--- src/pkg/imlc_pkg.sv ---
`default_nettype none
package imlc_pkg;
  // Register byte offsets on the Avalon-MM slave.
  localparam logic [4:0] OFF_CFG    = 5'h00;
  localparam logic [4:0] OFF_MASK   = 5'h04;
  localparam logic [4:0] OFF_STATUS = 5'h08;
  localparam logic [4:0] OFF_CLEAR  = 5'h0C;
  localparam logic [4:0] OFF_CTRL   = 5'h10;

  // Configuration register fields.
  localparam int CFG_W        = 10;
  localparam int CFG_WRBACK_DIS = 0;
  localparam int CFG_ENDMON_DIS = 1;
  localparam int CFG_BRANCH_DIS = 2;
  localparam int CFG_BURDEN_LSB = 4;
  localparam int CFG_BURDEN_MSB = 7;
  localparam int CFG_AUTO_CMP   = 8;
  localparam int CFG_AUTO     = 9;
  localparam logic [CFG_W-1:0] CFG_RST = 10'h000;

  // Mask, status and clear share one layout.
  localparam int MASK_W       = 12;
  localparam int MASK_HC_LSB  = 0;
  localparam int MASK_MM_LSB  = 4;
  localparam int MASK_BE_LSB  = 8;
  localparam logic [MASK_W-1:0] MASK_RST = 12'h000;

  // Control register command bits, self clearing.
  localparam int CTRL_START   = 0;
  localparam int CTRL_STOP    = 1;

  localparam int REGIONS      = 4;
  localparam int BURDEN_CNT_W = 16;

  typedef enum logic [3:0] {
    ST_IDLE  = 4'b0001,
    ST_FETCH = 4'b0010,
    ST_XFER  = 4'b0100,
    ST_PAUSE = 4'b1000
  } imlc_state_e;
endpackage : imlc_pkg
`default_nettype wire

--- src/design/imlc_top.sv ---
// Summary of operation
// - Auto mode: reference pass, then monitor if wrap
// - Wait two to burden exponent plus one cycles between transfers
// - Branch disable forces next pointer to zero
// - End-monitor disable ignores descriptor end flag
// - Write-back disable forces no-write-back flag high
// - Auto compare digest overrides write-back disable
// - Bus error mask per region, bits 11:8
// - Mismatch mask per region, bits 7:4
// - Hash done mask per region, bits 3:0
`timescale 1ns/1ps
`default_nettype none
module imlc_top
  import imlc_pkg::*;
(
  // Clock and reset.
  input  wire logic                  clk,
  input  wire logic                  rstn,
  // Avalon-MM slave.
  input  wire logic [4:0]            avsAddress,
  input  wire logic                  avsRead,
  input  wire logic                  avsWrite,
  input  wire logic [31:0]           avsWritedata,
  input  wire logic [3:0]            avsByteenable,
  output logic      [31:0]           avsReaddata,
  output logic                       avsWaitrequest,
  // Descriptor walker.
  output logic                       fetchReq,
  output logic                       restartList,
  input  wire logic                  descValid,
  input  wire logic [1:0]            descRegion,
  input  wire logic                  descWrap,
  input  wire logic                  descEndMon,
  input  wire logic                  descNoWb,
  input  wire logic                  descLast,
  input  wire logic [31:0]           descNext,
  // Block transfer engine.
  output logic                       xferReq,
  output logic [1:0]                 xferRegion,
  output logic [31:0]                xferNext,
  output logic                       xferNoWb,
  input  wire logic                  xferDone,
  // Region events, one-cycle pulses.
  input  wire logic [REGIONS-1:0]    evHashDone,
  input  wire logic [REGIONS-1:0]    evMismatch,
  input  wire logic [REGIONS-1:0]    evBusErr,
  // Status.
  output logic                       busy,
  output logic                       monitoring,
  output logic                       irq
);
  logic [CFG_W-1:0]  cfg_q, cfg_d;
  logic [MASK_W-1:0] mask_q, mask_d;
  logic [MASK_W-1:0] status_q, status_d;
  logic [31:0]       rdata_q, rdata_d;
  logic              wait_q, wait_d;
  logic              irq_q, irq_d;
  imlc_state_e       state_q, state_d;
  logic              refPass_q, refPass_d;
  logic              mon_q, mon_d;
  logic              restart_q, restart_d;
  logic              wrap_q, wrap_d;
  logic              endMon_q, endMon_d;
  logic              last_q, last_d;
  logic [1:0]        region_q, region_d;
  logic [31:0]       next_q, next_d;
  logic              noWb_q, noWb_d;
  logic              timerStart;
  logic              timerDone;
  logic              wrAcc;
  logic              rdAcc;
  logic [31:0]       wrMerged;
  logic [31:0]       oldWord;
  logic [MASK_W-1:0] events;
  logic              cmdStart;
  logic              cmdStop;
  logic              secondary_branch_disable;
  logic              endMonDis;
  logic              wbForce;
  logic              fetch_q, fetch_d, xfer_q, xfer_d, busy_q, busy_d;

  // A write is accepted on the cycle that waitrequest is low; a read is taken the cycle before, while it is high.
  assign wrAcc = avsWrite && !wait_q;
  assign rdAcc = avsRead && wait_q;
  assign oldWord = (avsAddress == OFF_CFG)  ? 32'(cfg_q)  :
                   (avsAddress == OFF_MASK) ? 32'(mask_q) : 32'h0000_0000;
  assign wrMerged = {avsByteenable[3] ? avsWritedata[31:24] : oldWord[31:24],
                     avsByteenable[2] ? avsWritedata[23:16] : oldWord[23:16],
                     avsByteenable[1] ? avsWritedata[15:8]  : oldWord[15:8],
                     avsByteenable[0] ? avsWritedata[7:0]   : oldWord[7:0]};
  assign cmdStart = wrAcc && avsAddress == OFF_CTRL && avsByteenable[0]
                    && avsWritedata[CTRL_START];
  assign cmdStop  = wrAcc && avsAddress == OFF_CTRL && avsByteenable[0]
                    && avsWritedata[CTRL_STOP];
  assign events = {evBusErr, evMismatch, evHashDone};
  assign secondary_branch_disable    = cfg_q[CFG_BRANCH_DIS];
  assign endMonDis = cfg_q[CFG_ENDMON_DIS];
  assign wbForce   = cfg_q[CFG_WRBACK_DIS] && !cfg_q[CFG_AUTO_CMP];

  // Register file and bus answer.
  always_comb begin
    cfg_d    = cfg_q;
    mask_d   = mask_q;
    rdata_d  = rdata_q;
    wait_d   = !((avsRead || avsWrite) && wait_q);
    status_d = status_q;
    if (wrAcc && avsAddress == OFF_CFG) begin
      cfg_d = wrMerged[CFG_W-1:0];
    end
    if (wrAcc && avsAddress == OFF_MASK) begin
      mask_d = wrMerged[MASK_W-1:0];
    end
    if (wrAcc && avsAddress == OFF_CLEAR) begin
      status_d = status_q & ~wrMerged[MASK_W-1:0];
    end
    // A new event wins over a clear in the same cycle.
    status_d = status_d | events;
    if (rdAcc) begin
      unique case (avsAddress)
        OFF_CFG:    rdata_d = 32'(cfg_q);
        OFF_MASK:   rdata_d = 32'(mask_q);
        OFF_STATUS: rdata_d = 32'(status_q);
        default:    rdata_d = 32'h0000_0000;
      endcase
    end
    irq_d = |(status_q & mask_q);
  end

  always_ff @(posedge clk or negedge rstn) begin
    if (!rstn) begin
      cfg_q    <= CFG_RST;
      mask_q   <= MASK_RST;
      status_q <= '0;
      rdata_q  <= '0;
      wait_q   <= 1'b1;
      irq_q    <= 1'b0;
    end else begin
      cfg_q    <= cfg_d;
      mask_q   <= mask_d;
      status_q <= status_d;
      rdata_q  <= rdata_d;
      wait_q   <= wait_d;
      irq_q    <= irq_d;
    end
  end

  // List sequencer.
  always_comb begin
    state_d    = state_q;
    refPass_d  = refPass_q;
    mon_d      = mon_q;
    restart_d  = 1'b0;
    wrap_d     = wrap_q;
    endMon_d   = endMon_q;
    last_d     = last_q;
    region_d   = region_q;
    next_d     = next_q;
    noWb_d     = noWb_q;
    timerStart = 1'b0;
    unique case (state_q)
      ST_IDLE: begin
        if (cmdStart) begin
          state_d   = ST_FETCH;
          restart_d = 1'b1;
          refPass_d = cfg_q[CFG_AUTO];
          mon_d     = 1'b0;
        end
      end
      ST_FETCH: begin
        if (descValid) begin
          state_d  = ST_XFER;
          region_d = descRegion;
          wrap_d   = descWrap;
          last_d   = descLast;
          next_d   = secondary_branch_disable ? 32'h0000_0000 : descNext;
          endMon_d = descEndMon && !endMonDis;
          noWb_d   = wbForce ? 1'b1 : descNoWb;
        end
      end
      ST_XFER: begin
        if (xferDone) begin
          if (endMon_q || (last_q && !wrap_q)) begin
            state_d = ST_IDLE;
            mon_d   = 1'b0;
          end else begin
            state_d    = ST_PAUSE;
            timerStart = 1'b1;
            if (last_q && refPass_q) begin
              refPass_d = 1'b0;
              mon_d     = 1'b1;
            end
          end
        end
      end
      ST_PAUSE: begin
        if (timerDone) begin
          state_d   = ST_FETCH;
          restart_d = last_q;
        end
      end
    endcase
    if (cmdStop) begin
      state_d = ST_IDLE;
      mon_d   = 1'b0;
    end
    fetch_d = state_d == ST_FETCH;
    xfer_d  = state_d == ST_XFER;
    busy_d  = state_d != ST_IDLE;
  end

  always_ff @(posedge clk or negedge rstn) begin
    if (!rstn) begin
      state_q   <= ST_IDLE;
      refPass_q <= 1'b0;
      mon_q     <= 1'b0;
      restart_q <= 1'b0;
      wrap_q    <= 1'b0;
      endMon_q  <= 1'b0;
      last_q    <= 1'b0;
      region_q  <= 2'h0;
      next_q    <= 32'h0000_0000;
      noWb_q    <= 1'b0;
      {fetch_q, xfer_q, busy_q} <= 3'h0;
    end else begin
      state_q   <= state_d;
      refPass_q <= refPass_d;
      mon_q     <= mon_d;
      restart_q <= restart_d;
      wrap_q    <= wrap_d;
      endMon_q  <= endMon_d;
      last_q    <= last_d;
      region_q  <= region_d;
      next_q    <= next_d;
      noWb_q    <= noWb_d;
      {fetch_q, xfer_q, busy_q} <= {fetch_d, xfer_d, busy_d};
    end
  end

  imlc_burden_timer u_timer (
    .clk      (clk),
    .rstn     (rstn),
    .start    (timerStart),
    .exponent (cfg_q[CFG_BURDEN_MSB:CFG_BURDEN_LSB]),
    .done     (timerDone)
  );

  assign avsReaddata    = rdata_q;
  assign avsWaitrequest = wait_q;
  assign fetchReq       = fetch_q;
  assign restartList    = restart_q;
  assign xferReq        = xfer_q;
  assign xferRegion     = region_q;
  assign xferNext       = next_q;
  assign xferNoWb       = noWb_q;
  assign busy           = busy_q;
  assign monitoring     = mon_q;
  assign irq            = irq_q;

  // Helper counter of cycles spent between transfers.
  logic [16:0] pauseCnt_q;
  always_ff @(posedge clk or negedge rstn) begin
    if (!rstn) begin
      pauseCnt_q <= '0;
    end else begin
      pauseCnt_q <= (state_q == ST_PAUSE) ? pauseCnt_q + 17'h00001 : 17'h00000;
    end
  end
endmodule : imlc_top
`default_nettype wire

--- src/design/imlc_burden_timer.sv ---
`timescale 1ns/1ps
`default_nettype none
module imlc_burden_timer
  import imlc_pkg::*;
(
  // Clock and reset.
  input  wire logic                    clk,
  input  wire logic                    rstn,
  // Control.
  input  wire logic                    start,
  input  wire logic [3:0]              exponent,
  output logic                         done
);
  logic [BURDEN_CNT_W-1:0] cnt_q, cnt_d;
  logic                    run_q, run_d;
  logic                    done_q, done_d;

  // The done pulse comes exactly two to the exponent plus one cycles after start.
  always_comb begin
    cnt_d  = cnt_q;
    run_d  = run_q;
    done_d = 1'b0;
    if (start) begin
      cnt_d = (BURDEN_CNT_W'(1) << exponent) - BURDEN_CNT_W'(1);
      run_d = 1'b1;
    end else if (run_q) begin
      if (cnt_q == '0) begin
        run_d  = 1'b0;
        done_d = 1'b1;
      end else begin
        cnt_d = cnt_q - BURDEN_CNT_W'(1);
      end
    end
  end

  always_ff @(posedge clk or negedge rstn) begin
    if (!rstn) begin
      cnt_q  <= '0;
      run_q  <= 1'b0;
      done_q <= 1'b0;
    end else begin
      cnt_q  <= cnt_d;
      run_q  <= run_d;
      done_q <= done_d;
    end
  end

  assign done = done_q;
endmodule : imlc_burden_timer
`default_nettype wire

--- config.mk ---
export PLATFORM = sky130hd
export DESIGN_NAME = imlc_top
export DESIGN_NICKNAME = d
export VERILOG_FILES = /design/src/pkg/imlc_pkg.sv /design/src/design/imlc_top.sv /design/src/design/imlc_burden_timer.sv
export SDC_FILE = /design/constraint.sdc
export NUM_CORES = 1
export LEC_CHECK = 0
export BUFFER_PORTS_ARGS = -buffer_cell sky130_fd_sc_hd__clkbuf_2
export CORE_UTILIZATION = 44
export DETAILED_ROUTE_END_ITERATION = 7
export MAX_ROUTING_LAYER = met4
export PLACE_DENSITY_LB_ADDON = 0.1
export SYNTH_ARGS = -nofsm -noshare
export SYNTH_HDL_FRONTEND = slang
export SYNTH_SLANG_ARGS = --single-unit
--- constraint.sdc ---
create_clock -name clk -period 3.45 [get_ports clk]
set_input_delay 0.69 -clock clk [delete_from_list [all_inputs] [get_ports clk]]
set_output_delay 0.69 -clock clk [all_outputs]
set_load 0.01 [all_outputs]
==> impl_metrics.ini <==
[status]
status = completed

[global_routing]
antenna_found_initial = 0
grt_pass1_vias = 4742
grt_max_degree = 57
grt-ovfl-total = 0
grtUsageTotal = 0.2247
grt_pass1_wl_mm = 23.81

[placed_design]
io_buffers = 128
gp_congestion = 0.8686
place_hpwl_mm = 10.29
pre_cts_ws_ps = 641.7

[timing]
max_slew.worst_pin.slew_ps = 917.2
timing.setup.tns_ps = 0
relSlewSlack = 0.3886
setup_ws_ps = 855.5
slew_viol_final = 0
skew_ps = 6.858
finalCriticalPeriod_ps = 2594
setup_violations = 0
final.period_utilization = 0.7520
fmax_mhz = 385.4
grt_setup_unrepaired = false
hold_viol = 0

[route]
vias = 4996
routedWlPerCell_um = 16.23
via_per_inst = 5.527
drt_iter0_drc = 419
wl_mm = 14.67
drc_errors = 0
firstDrtPassIters = 8
ant_nets = 0

[synthesis]
synth_edf_count = 0
syn_area_per_cell_um2 = 9.668
synth_warnings = 0
synth.distinct_cells = 63
postSynth.asyncResetShare = 1.000
syn_area_um2 = 5878
synth_cells = 608
yosysSeqAreaShare = 0.4857
synth_seq_cells = 114
synth-main-ff-cell = dfrtp_1

[cells_and_area]
syn_to_final_growth_pct = 21.07
antenna-diode-count = 0
nets = 821
layout-drive-gt1-share = 0.2842
nFillCells = 1179

[clock_tree]
cts_tree = built
clk_latency_ps = 420
cts-buffers-inserted = 17
cts.sinks = 114
cts_setup_buffers = 0
clockBufferDepth = 2
cts_hold_buf = 0
cts-resized-gates = 0
htreeDepth = 4
path_clk_slew_ps = 50
cts_root_buffer = clkbuf_16

[critical_path]
timing.rr.start = u_timer.cnt_q[0]
timing.rr.end = u_timer.cnt_q[9]
rr_worst_depth = 7
path_max_fanout = 9
crit_chain = inv_1, ha_1, or4b_2, nor4_1, buf_4, o41ai_1, a31oi_1
worstPathBufferInverterCount = 2
max_stage_delay_ps = 660
cp-start-kind = register
crit_path_end_kind = register
arrival_ps = 2920
crit_end = u_timer.cnt_q[9]
reg2reg_slack_ps = 860
startpoint = u_timer.cnt_q[0]
cp_top_family = simple AND/OR/NAND/NOR gates
cp.depth = 7
path_class = reg -> reg
cp.required_ps = 3780
crit_slowest_cell = or4b_2

[flow_run]
maxCapViolations = 0

[floorplanning]
die_x_um = 117.6
placementRows = 41
core_um2 = 12820
start_util = 0.4583
die_area_um2 = 13830
io_pins = 171
die_h_um = 117.6

[hold_path]
hp-class = in -> async

[power_and_ir_drop]
power_density_nw_per_um2 = 705.8
irDropWorstVdd_v = 0.0004418
leakage_nw = 3.309
## synthesized netlist by cell type, types with 3 or more instances
master    instances  area share
a21o_1           10       0.013
a21oi_1          33       0.028
a221oi_1          4      0.0060
a22o_1            6      0.0089
a31oi_1          14       0.015
and3_1            3      0.0032
buf_1             3      0.0019
buf_2             5      0.0043
buf_4            22       0.028
clkbuf_1         32       0.020
dfrtp_1         112        0.48
ha_1              3      0.0064
inv_1            11      0.0070
mux2_2           23       0.044
mux2i_1          10       0.017
nand2_1          65       0.042
nand2b_1         35       0.037
nand3_1           6      0.0051
nand3b_1          3      0.0038
nand4_1           3      0.0032
nor2_1           37       0.024
nor2b_1           4      0.0043
nor3_1            8      0.0068
nor3b_1           4      0.0051
nor4_1           10       0.011
nor4b_1           3      0.0045
nor4bb_1          3      0.0051
o211ai_1          6      0.0077
o21a_1            3      0.0038
o21ai_0          48       0.041
o31ai_1          15       0.019
o41ai_1           3      0.0045
or3_1             7      0.0074
or4_1             8       0.010
or4b_2            6       0.010
## how the worst min path moves through the flow
stage | endpoint | slack (ps)
finish | xferNext[21] | 260
global placement | xferNext[15] | 460
CTS | xferNext[20] | 280
global route | xferNext[23] | 300
floorplan | avsReaddata[0] | 390
detailed placement | xferNext[14] | 470
## area by class of cell
cell class / count / area (um^2) / share of cell area
Sequential cell: 114 / 2855 / 0.4012
Multi-Input combinational cell: 438 / 2719 / 0.3820
Timing Repair Buffer: 139 / 738.2 / 0.1037
Clock buffer: 25 / 495.5 / 0.06962
Tap cell: 172 / 215.2 / 0.03024
Clock inverter: 5 / 52.55 / 0.007384
Inverter: 11 / 41.29 / 0.005802
## cell usage in the layout, fill, tap and decap left out, types with 4 or more instances in the layout
| cell type | synthesis | final |
|---|---|---|
| nor4_1 | 10 | 10 |
| clkbuf_8 | 0 | 4 |
| o21ai_0 | 48 | 48 |
| clkbuf_2 | 0 | 127 |
| or4_1 | 8 | 8 |
| nor3_1 | 8 | 8 |
| a31oi_1 | 14 | 14 |
| or3_1 | 7 | 7 |
| mux2_2 | 23 | 23 |
| mux2i_1 | 10 | 10 |
| o211ai_1 | 6 | 6 |
| a221oi_1 | 4 | 4 |
| clkbuf_16 | 0 | 17 |
| a22o_1 | 6 | 6 |
| nor3b_1 | 4 | 4 |
| o31ai_1 | 15 | 15 |
| nor2_1 | 37 | 37 |
| a21o_1 | 10 | 10 |
| a21oi_1 | 33 | 33 |
| dfrtp_1 | 112 | 112 |
| inv_1 | 11 | 11 |
| nor2b_1 | 4 | 4 |
| nand3_1 | 6 | 6 |
| or4b_2 | 6 | 6 |
| buf_4 | 22 | 11 |
| clkbuf_1 | 32 | 4 |
| nand2_1 | 65 | 65 |
| conb_1 | 1 | 20 |
| nand2b_1 | 35 | 34 |
## metal layers
layer | vias up | track usage | routed length (um)
met3 | 17 | 0.04167 | 811
li1 | 2386 | - | -
met5 | - | - | 0
met2 | 172 | 0.3510 | 6984
met4 | 0 | 0.08494 | 195
met1 | 2421 | 0.2909 | 6677
## sequential cells by signal, indices dropped and copies added, names as in the netlist, 2 cells and up
signal         flops
xferNext          32
u_timer.cnt_q     16
avsReaddata       12
mask_q            12
status_q          12
cfg_q             10
state_q            4
xferRegion         2
## kinds of logic (layout without fill, tap and decap cells)
kind of cell,Yosys count,count (layout),share of synthesized area
other cells,1,20,0.0006380
buf+inv,75,180,0.06428
compound gates,160,160,0.1739
flops,114,114,0.4857
fa+ha+maj,3,3,0.006386
simple gates,220,220,0.2050
xor+xnor,2,2,0.002981
mux,33,33,0.06109
## power by group
part	leakage (nW)	switching, mW	internal, mW
Clock	0.269	0.575	1.05
Sequential	1.38	0.355	1.72
Combinational	1.66	0.704	0.612
## stage by stage
step | std cells | instance area [um^2] | utilization | power, mW | hold WS, ps
finish | 904 | 7117 | 0.5549 | 5.023 | 256.2
global route | 904 | 7117 | 0.5549 | 5.331 | 303.4
CTS | 904 | 7117 | 0.5549 | 5.069 | 276.9
detailed placement | 874 | 6569 | 0.5122 | 3.418 | 472.5
global placement | 874 | 6569 | 0.5122 | 3.352 | 462.1
floorplan | 627 | 5949 | - | 2.915 | 394.4
Note: power is estimated with default switching activity, not from simulation.
